===== src/inc/bfl_params.svh =====
`ifndef BFL_PARAMS_SVH
`define BFL_PARAMS_SVH

// register byte addresses on the apb bus
`define BFL_ADDR_CTRL      12'h000
`define BFL_ADDR_LOCK      12'h004
`define BFL_ADDR_STATUS    12'h008
`define BFL_ADDR_CORE      12'h00C

// self_program_control field positions
`define BFL_BIT_IRQ_EN     7
`define BFL_BIT_BUSY       6
`define BFL_BIT_REENABLE   4
`define BFL_BIT_LOCKSET    3
`define BFL_BIT_PGWRITE    2
`define BFL_BIT_PGERASE    1
`define BFL_BIT_STORE_EN   0
`define BFL_CTRL_RESET     8'h00

// accepted lower five bit write patterns
`define BFL_PAT_REENABLE   5'h11
`define BFL_PAT_LOCKSET    5'h09
`define BFL_PAT_PGWRITE    5'h05
`define BFL_PAT_PGERASE    5'h03
`define BFL_PAT_FILL       5'h01

// lock field reset: unprogrammed
`define BFL_LOCK_RESET     2'h3
`define BFL_APP_RESET_VEC  16'h0000
`define BFL_BLOCKED_DATA   16'hFFFF

// store window: four clock cycles
`define BFL_STORE_WIN_CYC  3'h4
// program operation length in cycles
`define BFL_PROG_CYC       16'h0100

`endif


===== src/inc/bfl_pkg.sv =====
package bfl_pkg;
  typedef enum logic [2:0] {
    BFL_CMD_NONE,
    BFL_CMD_FILL,
    BFL_CMD_ERASE,
    BFL_CMD_WRITE,
    BFL_CMD_LOCKSET,
    BFL_CMD_REENABLE
  } bfl_cmd_t;
  typedef enum logic [1:0] {
    BFL_ST_IDLE,
    BFL_ST_ARMED,
    BFL_ST_PROG
  } bfl_state_t;
endpackage


===== src/inc/bfl_lock_if.sv =====
`timescale 1ns/1ps
interface bfl_lock_if;
  logic [1:0] app_lock_field;
  logic [1:0] boot_lock_field;
  logic [15:0] addr;
  logic       exec_in_boot;
  logic       ivec_in_boot;
  logic       busy;
  logic       addr_is_boot;
  logic       addr_is_rww;
  logic       store_ok;
  logic       load_ok;
  logic       irq_block;
  modport ckr (input app_lock_field, boot_lock_field, addr, exec_in_boot, ivec_in_boot,
               busy, output addr_is_boot, addr_is_rww, store_ok, load_ok, irq_block);
  modport ctl (output app_lock_field, boot_lock_field, addr, exec_in_boot, ivec_in_boot,
               busy, input addr_is_boot, addr_is_rww, store_ok, load_ok, irq_block);
endinterface


===== src/rtl/bfl_lock_check.sv =====
`timescale 1ns/1ps
`include "bfl_params.svh"
module bfl_lock_check #(
  parameter int AW = 16
) (
  // section boundaries from boot size fuses
  input  wire logic [AW-1:0] boot_start_in,
  input  wire logic [AW-1:0] rww_end_in,
  // lock checker channel
  bfl_lock_if.ckr            lk
);
  // section decode by fuse boundaries
  assign lk.addr_is_boot = (lk.addr >= boot_start_in); // [RULE25]
  assign lk.addr_is_rww  = (lk.addr < rww_end_in);

  wire app_write_blk  = ~lk.app_lock_field[0];   // modes 2,3 [RULE5]
  wire app_read_blk   = ~lk.app_lock_field[1];   // modes 3,4 [RULE6]
  wire boot_write_blk = ~lk.boot_lock_field[0];  // [RULE9]
  wire boot_read_blk  = ~lk.boot_lock_field[1];  // [RULE10]
  wire rww_blk        = lk.busy & lk.addr_is_rww; // [RULE16]

  // general lock modes are not inputs here at all [RULE2] [RULE3]
  // unprogrammed fields leave the access open [RULE4] [RULE8]
  assign lk.store_ok = ~rww_blk &
    (lk.addr_is_boot ? ~boot_write_blk : ~app_write_blk);
  // a read lock only blocks a load crossing into the other section; busy blocks any rww load
  assign lk.load_ok = ~rww_blk &
    (lk.addr_is_boot ? ~(boot_read_blk & ~lk.exec_in_boot)
                     : ~(app_read_blk & lk.exec_in_boot));
  // interrupts masked when code runs in a read-locked section and the vectors sit in the other section
  assign lk.irq_block =
    (app_read_blk & lk.ivec_in_boot & ~lk.exec_in_boot) |    // [RULE7]
    (boot_read_blk & ~lk.ivec_in_boot & lk.exec_in_boot);    // [RULE11]
endmodule


===== src/rtl/bfl_boot_lock_ctrl.sv =====
`timescale 1ns/1ps
`include "bfl_params.svh"
// Function
// RULE1 - lock bits only program from software; only chip erase unprograms them (reset here also restores both lock fields to unprogrammed)
// RULE2 - general write lock does not gate store instructions
// RULE3 - general read/write lock does not gate core load or store
// RULE4 - application locks unprogrammed: full access to application section
// RULE5 - application write lock bit programmed blocks stores into application
// RULE6 - application read lock blocks boot-executed loads of application data
// RULE7 - application read lock masks interrupts when vectors in boot section
// RULE8 - boot locks unprogrammed: full access to boot loader section
// RULE9 - boot write lock bit programmed blocks stores into boot section
// RULE10 - boot read lock blocks application-executed loads of boot data
// RULE11 - boot read lock masks interrupts in boot when vectors in application
// RULE12 - reset vector is zero or boot start by boot reset fuse
// RULE13 - core has no path to change any fuse
// RULE14 - control register resets zero, bit5 reads zero, busy read-only
// RULE15 - ready interrupt requested while enabled, global flag set, store idle
// RULE16 - program of concurrent section sets busy and blocks that section
// RULE17 - busy clears by re-enable after completion or on buffer fill
// RULE18 - re-enable plus store enable arms; store within four cycles reopens
// RULE19 - re-enable ignored while erase or write still runs
// RULE20 - re-enable during buffer loading discards loaded data
// RULE21 - store enable opens four-cycle window, auto-clears on completion
// RULE22 - only five listed lower-bit patterns take effect
// RULE23 - program of stalling section halts core for whole operation
// RULE24 - page buffer erases after page write, re-enable and reset
// RULE25 - section chosen by comparing address to fuse-supplied boundary
// RULE26 - blocked store changes nothing; blocked load returns all ones
module bfl_boot_lock_ctrl #(
  parameter int          AW        = 16,
  parameter logic [15:0] PROG_CYC  = `BFL_PROG_CYC,
  parameter logic [15:0] BLOCK_VAL = `BFL_BLOCKED_DATA
) (
  // clock and reset
  input  wire logic          MCLK_IN,
  input  wire logic          RESETN_IN,
  // apb slave
  input  wire logic          PSEL_IN,
  input  wire logic          PENABLE_IN,
  input  wire logic          PWRITE_IN,
  input  wire logic [11:0]   PADDR_IN,
  input  wire logic [31:0]   PWDATA_IN,
  output logic      [31:0]   PRDATA_OUT,
  output logic               PREADY_OUT,
  output logic               PSLVERR_OUT,
  // core instruction side
  input  wire logic          STORE_REQ_IN,
  input  wire logic          LOAD_REQ_IN,
  input  wire logic [AW-1:0] FLASH_ADDR_IN,
  input  wire logic [15:0]   FLASH_RDATA_IN,
  input  wire logic [7:0]    LOCK_WDATA_IN,
  input  wire logic          EXEC_IN_BOOT_IN,
  input  wire logic          IVEC_IN_BOOT_IN,
  input  wire logic          GLOBAL_IRQ_EN_IN,
  output logic      [15:0]   LOAD_DATA_OUT,
  output logic               LOAD_BLOCKED_OUT,
  output logic               STORE_BLOCKED_OUT,
  output logic               IRQ_BLOCK_OUT,
  output logic               READY_IRQ_OUT,
  output logic               CORE_HALT_OUT,
  // flash array side
  output logic               FLASH_ERASE_OUT,
  output logic               FLASH_WRITE_OUT,
  output logic               BUF_FILL_OUT,
  output logic               BUF_CLEAR_OUT,
  output logic      [AW-1:0] FLASH_PAGE_ADDR_OUT,
  // fuses and chip erase from external programming
  input  wire logic          CHIP_ERASE_IN,
  input  wire logic          BOOT_RESET_FUSE_IN,
  input  wire logic [AW-1:0] BOOT_START_IN,
  input  wire logic [AW-1:0] RWW_END_IN,
  output logic      [AW-1:0] RESET_VECTOR_OUT
);
  logic [7:0]       ctrl_reg, ctrl_next;
  logic [1:0]       app_lock_reg, boot_lock_reg;
  logic [2:0]       win_reg;
  logic [15:0]      prog_cnt_reg;
  logic             busy_reg, loading_reg, halt_reg;
  logic [AW-1:0]    page_reg;
  logic [15:0]      load_data_reg;
  logic             load_blk_reg, store_blk_reg;
  bfl_pkg::bfl_state_t state_reg;
  bfl_lock_if       lk ();

  function automatic bfl_pkg::bfl_cmd_t decode_cmd(input logic [4:0] pat);
    if (pat == `BFL_PAT_FILL)          decode_cmd = bfl_pkg::BFL_CMD_FILL;
    else if (pat == `BFL_PAT_PGERASE)  decode_cmd = bfl_pkg::BFL_CMD_ERASE;
    else if (pat == `BFL_PAT_PGWRITE)  decode_cmd = bfl_pkg::BFL_CMD_WRITE;
    else if (pat == `BFL_PAT_LOCKSET)  decode_cmd = bfl_pkg::BFL_CMD_LOCKSET;
    else if (pat == `BFL_PAT_REENABLE) decode_cmd = bfl_pkg::BFL_CMD_REENABLE;
    else                               decode_cmd = bfl_pkg::BFL_CMD_NONE;
  endfunction

  // lock checker connection
  assign lk.app_lock_field  = app_lock_reg;
  assign lk.boot_lock_field = boot_lock_reg;
  assign lk.addr            = FLASH_ADDR_IN;
  assign lk.exec_in_boot    = EXEC_IN_BOOT_IN;
  assign lk.ivec_in_boot    = IVEC_IN_BOOT_IN;
  assign lk.busy            = busy_reg;

  bfl_lock_check #(.AW(AW)) u_check (
    .boot_start_in (BOOT_START_IN),
    .rww_end_in    (RWW_END_IN),
    .lk            (lk)
  );

  // apb decode, zero wait states
  wire apb_acc  = PSEL_IN & PENABLE_IN;
  wire apb_wr   = apb_acc & PWRITE_IN;
  wire hit_ctrl = (PADDR_IN == `BFL_ADDR_CTRL);
  wire hit_lock = (PADDR_IN == `BFL_ADDR_LOCK);
  wire hit_stat = (PADDR_IN == `BFL_ADDR_STATUS);
  wire hit_core = (PADDR_IN == `BFL_ADDR_CORE);
  wire hit_any  = hit_ctrl | hit_lock | hit_stat | hit_core;
  wire ctrl_wr  = apb_wr & hit_ctrl;
  // command writes only land when no erase or write operation is running
  wire op_busy  = (state_reg == bfl_pkg::BFL_ST_PROG);
  bfl_pkg::bfl_cmd_t wr_cmd;
  assign wr_cmd = decode_cmd(PWDATA_IN[4:0]);
  // reenable attempts during a running program are dropped
  wire cmd_ok   = ctrl_wr & (wr_cmd != bfl_pkg::BFL_CMD_NONE) & ~op_busy;   // [RULE22] [RULE19]
  wire armed    = (state_reg == bfl_pkg::BFL_ST_ARMED);
  wire store_go = armed & STORE_REQ_IN;
  wire store_ok = lk.store_ok;
  bfl_pkg::bfl_cmd_t cur_cmd;
  assign cur_cmd = decode_cmd(ctrl_reg[4:0]);
  wire is_prog  = (cur_cmd == bfl_pkg::BFL_CMD_ERASE) | (cur_cmd == bfl_pkg::BFL_CMD_WRITE);
  wire is_reen  = (cur_cmd == bfl_pkg::BFL_CMD_REENABLE);
  wire is_fill  = (cur_cmd == bfl_pkg::BFL_CMD_FILL);
  wire is_lset  = (cur_cmd == bfl_pkg::BFL_CMD_LOCKSET);
  // blocked stores do nothing to flash or buffer
  wire do_prog  = store_go & is_prog & store_ok;                  // [RULE26]
  wire do_fill  = store_go & is_fill & store_ok;
  wire prog_end = op_busy & (prog_cnt_reg == 16'h0001);
  wire win_end  = armed & (win_reg == 3'h1) & ~STORE_REQ_IN;
  // re-enable write discards a buffer being loaded
  wire reen_wr  = cmd_ok & (wr_cmd == bfl_pkg::BFL_CMD_REENABLE);  // [RULE20]

  // control register next value
  always_comb begin
    ctrl_next = ctrl_reg;
    if (ctrl_wr) begin
      ctrl_next[`BFL_BIT_IRQ_EN] = PWDATA_IN[`BFL_BIT_IRQ_EN];
    end
    if (cmd_ok) begin
      ctrl_next[4:0] = PWDATA_IN[4:0];
    end else if ((store_go & ~is_prog) | win_end | prog_end | (store_go & ~store_ok)) begin
      ctrl_next[4:0] = 5'h00; // auto-clear [RULE21]
    end
    ctrl_next[`BFL_BIT_BUSY] = 1'b0;
    ctrl_next[5]             = 1'b0; // reserved [RULE14]
  end

  // control register and store window
  always_ff @(posedge MCLK_IN or negedge RESETN_IN) begin
    if (!RESETN_IN) begin
      ctrl_reg     <= `BFL_CTRL_RESET; // [RULE14]
      state_reg    <= bfl_pkg::BFL_ST_IDLE;
      win_reg      <= 3'h0;
      prog_cnt_reg <= 16'h0000;
      page_reg     <= '0;
    end else begin
      ctrl_reg <= ctrl_next;
      case (state_reg)
        bfl_pkg::BFL_ST_IDLE: begin
          if (cmd_ok) begin
            state_reg <= bfl_pkg::BFL_ST_ARMED;
            win_reg   <= `BFL_STORE_WIN_CYC; // [RULE18] [RULE21]
          end
        end
        bfl_pkg::BFL_ST_ARMED: begin
          if (do_prog) begin
            state_reg    <= bfl_pkg::BFL_ST_PROG;
            prog_cnt_reg <= PROG_CYC;
            page_reg     <= FLASH_ADDR_IN;
          end else if (store_go | win_end) begin
            state_reg <= bfl_pkg::BFL_ST_IDLE;
          end else begin
            win_reg <= win_reg - 3'h1;
          end
        end
        bfl_pkg::BFL_ST_PROG: begin
          prog_cnt_reg <= prog_cnt_reg - 16'h0001;
          if (prog_end) begin
            state_reg <= bfl_pkg::BFL_ST_IDLE;
          end
        end
        default: state_reg <= bfl_pkg::BFL_ST_IDLE;
      endcase
    end
  end

  // busy flag: set wins over any clear
  always_ff @(posedge MCLK_IN or negedge RESETN_IN) begin
    if (!RESETN_IN) begin
      busy_reg <= 1'b0;
    end else if (do_prog & lk.addr_is_rww) begin
      busy_reg <= 1'b1; // [RULE16]
    end else if ((store_go & is_reen) | do_fill) begin
      busy_reg <= 1'b0; // [RULE17] [RULE18]
    end
  end

  // core halt for the stalling section
  always_ff @(posedge MCLK_IN or negedge RESETN_IN) begin
    if (!RESETN_IN) begin
      halt_reg <= 1'b0;
    end else if (do_prog & ~lk.addr_is_rww) begin
      halt_reg <= 1'b1; // [RULE23]
    end else if (prog_end) begin
      halt_reg <= 1'b0;
    end
  end

  // buffer loading tracking
  always_ff @(posedge MCLK_IN or negedge RESETN_IN) begin
    if (!RESETN_IN) begin
      loading_reg <= 1'b0;
    end else if (do_fill) begin
      loading_reg <= 1'b1;
    end else if (reen_wr | (do_prog & (cur_cmd == bfl_pkg::BFL_CMD_WRITE))) begin
      loading_reg <= 1'b0;
    end
  end

  // lock bits: software may only program (clear) bits, chip erase restores
  always_ff @(posedge MCLK_IN or negedge RESETN_IN) begin
    if (!RESETN_IN) begin
      app_lock_reg  <= `BFL_LOCK_RESET;
      boot_lock_reg <= `BFL_LOCK_RESET;
    end else if (CHIP_ERASE_IN) begin
      app_lock_reg  <= `BFL_LOCK_RESET; // [RULE1]
      boot_lock_reg <= `BFL_LOCK_RESET;
    end else if (store_go & is_lset) begin
      app_lock_reg  <= app_lock_reg & LOCK_WDATA_IN[3:2];  // [RULE1]
      boot_lock_reg <= boot_lock_reg & LOCK_WDATA_IN[5:4];
    end
  end

  // load path and block indications
  always_ff @(posedge MCLK_IN or negedge RESETN_IN) begin
    if (!RESETN_IN) begin
      load_data_reg <= 16'h0000;
      load_blk_reg  <= 1'b0;
      store_blk_reg <= 1'b0;
    end else begin
      store_blk_reg <= store_go & ~is_lset & ~is_reen & ~store_ok;
      if (LOAD_REQ_IN) begin
        load_blk_reg  <= ~lk.load_ok;
        load_data_reg <= lk.load_ok ? FLASH_RDATA_IN : BLOCK_VAL; // [RULE26]
      end
    end
  end

  // flash strobes; write/reenable clear buffer, reset clears it too
  assign FLASH_ERASE_OUT     = do_prog & (cur_cmd == bfl_pkg::BFL_CMD_ERASE);
  assign FLASH_WRITE_OUT     = do_prog & (cur_cmd == bfl_pkg::BFL_CMD_WRITE);
  assign BUF_FILL_OUT        = do_fill;
  // an erase keeps the buffer, so it may be filled before the erase
  assign BUF_CLEAR_OUT       = ~RESETN_IN | reen_wr |
                               (prog_end & (cur_cmd == bfl_pkg::BFL_CMD_WRITE)); // [RULE24]
  assign FLASH_PAGE_ADDR_OUT = page_reg;
  assign LOAD_DATA_OUT       = load_data_reg;
  assign LOAD_BLOCKED_OUT    = load_blk_reg;
  assign STORE_BLOCKED_OUT   = store_blk_reg;
  assign IRQ_BLOCK_OUT       = lk.irq_block;
  assign CORE_HALT_OUT       = halt_reg;
  // ready interrupt while store enable is clear
  assign READY_IRQ_OUT = ctrl_reg[`BFL_BIT_IRQ_EN] & GLOBAL_IRQ_EN_IN &
                         ~ctrl_reg[`BFL_BIT_STORE_EN]; // [RULE15]
  // fuses are inputs only, no write path from the core [RULE13]
  assign RESET_VECTOR_OUT = BOOT_RESET_FUSE_IN ? AW'(`BFL_APP_RESET_VEC)
                                               : BOOT_START_IN; // [RULE12]

  // apb read mux
  wire [7:0] ctrl_view = {ctrl_reg[7], busy_reg, 1'b0, ctrl_reg[4:0]};
  assign PRDATA_OUT  = ~(apb_acc & ~PWRITE_IN) ? 32'h00000000 :
                       hit_ctrl ? {24'h000000, ctrl_view} :
                       hit_lock ? {24'h000000, 2'b11, boot_lock_reg, app_lock_reg, 2'b11} :
                       hit_stat ? {28'h0000000, loading_reg, halt_reg, op_busy, armed} :
                       hit_core ? {16'h0000, load_data_reg} : 32'h00000000;
  assign PREADY_OUT  = 1'b1;
  assign PSLVERR_OUT = apb_acc & ~hit_any;
endmodule


===== config.mk =====
export PLATFORM = sky130hd
export DESIGN_NAME = bfl_boot_lock_ctrl
export DESIGN_NICKNAME = d
export VERILOG_FILES = /design/src/inc/bfl_pkg.sv /design/src/inc/bfl_lock_if.sv /design/src/rtl/bfl_lock_check.sv /design/src/rtl/bfl_boot_lock_ctrl.sv
export VERILOG_INCLUDE_DIRS = /design/src /design/src/inc
export SDC_FILE = /design/constraint.sdc
export NUM_CORES = 1
export LEC_CHECK = 0
export BUFFER_PORTS_ARGS = -buffer_cell sky130_fd_sc_hd__buf_2
export CAP_MARGIN = 40
export CORE_ASPECT_RATIO = 1.2
export CORE_MARGIN = 5
export CORE_UTILIZATION = 30
export DETAILED_ROUTE_END_ITERATION = 8
export GPL_ROUTABILITY_DRIVEN = 0
export PLACE_DENSITY = 0.65
export REMOVE_ABC_BUFFERS = 1
export SYNTH_ARGS = -nofsm -noshare
export SYNTH_HDL_FRONTEND = slang
export SYNTH_SLANG_ARGS = --single-unit

===== constraint.sdc =====
create_clock -name MCLK_IN -period 6.25 [get_ports MCLK_IN]
set_input_delay 0.625 -clock MCLK_IN [delete_from_list [all_inputs] [get_ports MCLK_IN]]
set_output_delay 0.625 -clock MCLK_IN [all_outputs]
set_load 0.01 [all_outputs]

==> metrics <==
Cell variety after synth=64; Iter 0 DRT Violations=~150; Slew @ Worst Pin=758 ps; Worst setup startpoint=FLASH_ADDR_IN[0]; DP Wirelength=10.4 mm; R2R depth=7; fill cell count=roughly 1.6k; WP data arrival=3000 ps; Avg Vias per Cell=4.63; Worst-path clk slew=60 ps; crit path cell chain=buf_2 > inv_1 > ha_1 > nand2b_1 > a2111o_1 > a32oi_1 > nand2_1 > mux2i_1 > or2_2 > nor2_1 > buf_2; Logic pwr share=0.141; DRT Pass-1 Iters=5; H-tree depth=3; overall routed net length=13.0 mm; number of global-route vias before repair=4,056; Core Box Area=14,800 um^2; sequential area share after synthesis=0.380; sequential share of power=0.399; CP endpoint kind=output pin; Setup TNS=0 ps; worst path required time=~5600 ps; die width=122 um; Hold/Removal Path Class=primary input to async pin; layout cells sized above 1=0.328; Primary FF master, synth=dfrtp_1; Mean Syn Cell Area=8.69 um^2; Hold Vio Cnt, Final=0; Period minus WS final=3630 ps; I/O Buffers=171; DR vias=4,127; largest net degree at the start of global routing=49; switching portion of total power=0.258; relative slew slack=0.490; final worst slack=roughly 2600 ps; CTS tree=yes; Mapped Area=4490 um^2; Max stage delay on crit path=430 ps; Tcrit/Tclk final=0.580; RSZ-0062 raised after global routing=false; All-Layer GR Usage=0.151; Worst path most repeated cell=buf_2; Post-CTS Hold Buffers=0; Post-route DRC=0; Seq cells post-synth=just under 70; DIE AREA=17,500 um^2; Initial Util=0.303; peak supply drop=126 uV; DR WL/cell=approximately 15 um; WS Path Type=primary input to output pin; Slew Viols, Final=0; Post-Syn Instances=517; Clk pwr share=0.460; first-pass GRT wire length=20.7 mm; slowest stage cell on the critical path=a2111o_1; post-CTS setup buffer count=0; Psw=311 uW; EDFF count, synth=0; area growth from synthesis to layout=29.8%; startpoint types=primary input; clk_skew=5.41 ps; worst hold slack=191 ps; commonest non-fill, non-tap cell in the layout=buf_2; pwr dens=around 210 nW/um^2; Root Driver=clkbuf_16; Clock Path Buffers=2; Area after DPL=5510 um^2; area share of the largest cell type after synthesis=0.356; initial antenna violation count=0; Reg-to-Reg Start=ctrl_reg[0]$_DFFE_PN0P_; Reg-to-Reg End=FLASH_PAGE_ADDR_OUT[4]$_DFFE_PN0N_; ant diodes=0; CTS sink cnt=68; Synth area leaders=dfrtp_1, ha_1, nor2_1; CTS Buf Count=9; f_max=276 MHz; Synth area leader=dfrtp_1; yosys warns=0; worst slack at placement=2600 ps; max-cap viol count=0; reg2reg setup slack=about 3700 ps; most frequent cells in the layout=buf_2, dfrtp_1, nor2_1; Core Rows=49; outcome=finished clean; cell internal pwr=a little under 900 uW; Setup Viol. Count Final=0; Core Util, Final=0.393; grt ovf=0; ANT nets after route=0; Critical Path Fanout Max=6; Top Ports=219; Design Area, Final=5840 um^2; ys async rst share=1.00; post-CTS sizing=0; post-layout net count=about 850; Leak=0.00302 uW; Die Y=approximately 140 um; Worst-Skew Late Latency=approximately 330 ps
-- kinds of logic after synthesis --
group           share of synthesized area
buf+inv                            0.0827
simple gates                        0.232
xor+xnor                           0.0156
mux                                0.0560
flops                               0.380
compound gates                      0.133
fa+ha+maj                          0.0997
other cells                       0.00167
-- synthesized netlist by cell type, types with 6 or more instances --
library cell,number
o21ai_0,26
buf_4,17
nand2_1,36
nand3_1,15
dfrtp_1,64
nor2_1,57
inv_1,43
and2_1,16
mux2_2,17
xnor2_1,6
ha_1,35
nand2b_1,11
mux2i_1,6
nor4_1,7
a21oi_1,36
nor3_1,27
clkbuf_1,13
-- worst max-delay path: cells and delay by family --
family | cells | cell delay, ps
buffers and inverters | 3 | 310
and+or+nand+nor | 4 | 830
adders and majority gates | 1 | 280
muxes | 1 | 230
AOI/OAI and AO/OA | 2 | 730
-- power by group through the flow --
| stage | sequential [uW] | clock, uW | combinational (uW) |
|---|---|---|---|
| 4_1_cts | 480 | 573 | 173 |
| 3_3_place_gp | 488 | 0 | 167 |
| 6_report | 481 | 555 | 170 |
| 5_1_grt | 485 | 593 | 195 |
| 3_5_place_dp | 488 | 0 | 172 |
| 2_1_floorplan | 488 | 0 | 79.8 |
-- worst max-delay path by stage --
| stage | end | slack, ps | depth (start not counted) |
|---|---|---|---|
| detailed placement | BUF_FILL_OUT | 2600 | 11 |
| finish | BUF_FILL_OUT | 2620 | 11 |
| global placement | BUF_FILL_OUT | 2600 | 11 |
| global route | BUF_FILL_OUT | 2550 | 11 |
| CTS | BUF_FILL_OUT | 2570 | 11 |
| floorplan | FLASH_WRITE_OUT | 2880 | 8 |
-- cell type report --
| type | instances | area [um^2] | share of cell area |
|---|---|---|---|
| well taps | 204 | 255 | 0.0437 |
| inverters | 44 | 166 | 0.0285 |
| multi-input cells | 385 | 2470 | 0.424 |
| flip-flops and latches | 68 | 1710 | 0.292 |
| clock buffers | 10 | 239 | 0.0410 |
| repair buffers | 175 | 908 | 0.156 |
| clock inverters | 6 | 87.6 | 0.0150 |
-- layer usage --
metal	wire, um	vias up	part of all wire	GRT usage
li1	-	2103	-	-
met1	5450	1865	0.42	0.187
met2	6320	148	0.49	0.254
met3	1060	11	0.081	0.0458
met4	191	0	0.015	0.0407
met5	0	-	0	0
-- stage by stage --
step	instances	power (uW)
finish	892	1200
CTS	892	1230
global placement	875	655
detailed placement	876	660
floorplan	497	568
global route	892	1270
Note: power is estimated with default switching activity, not from simulation.
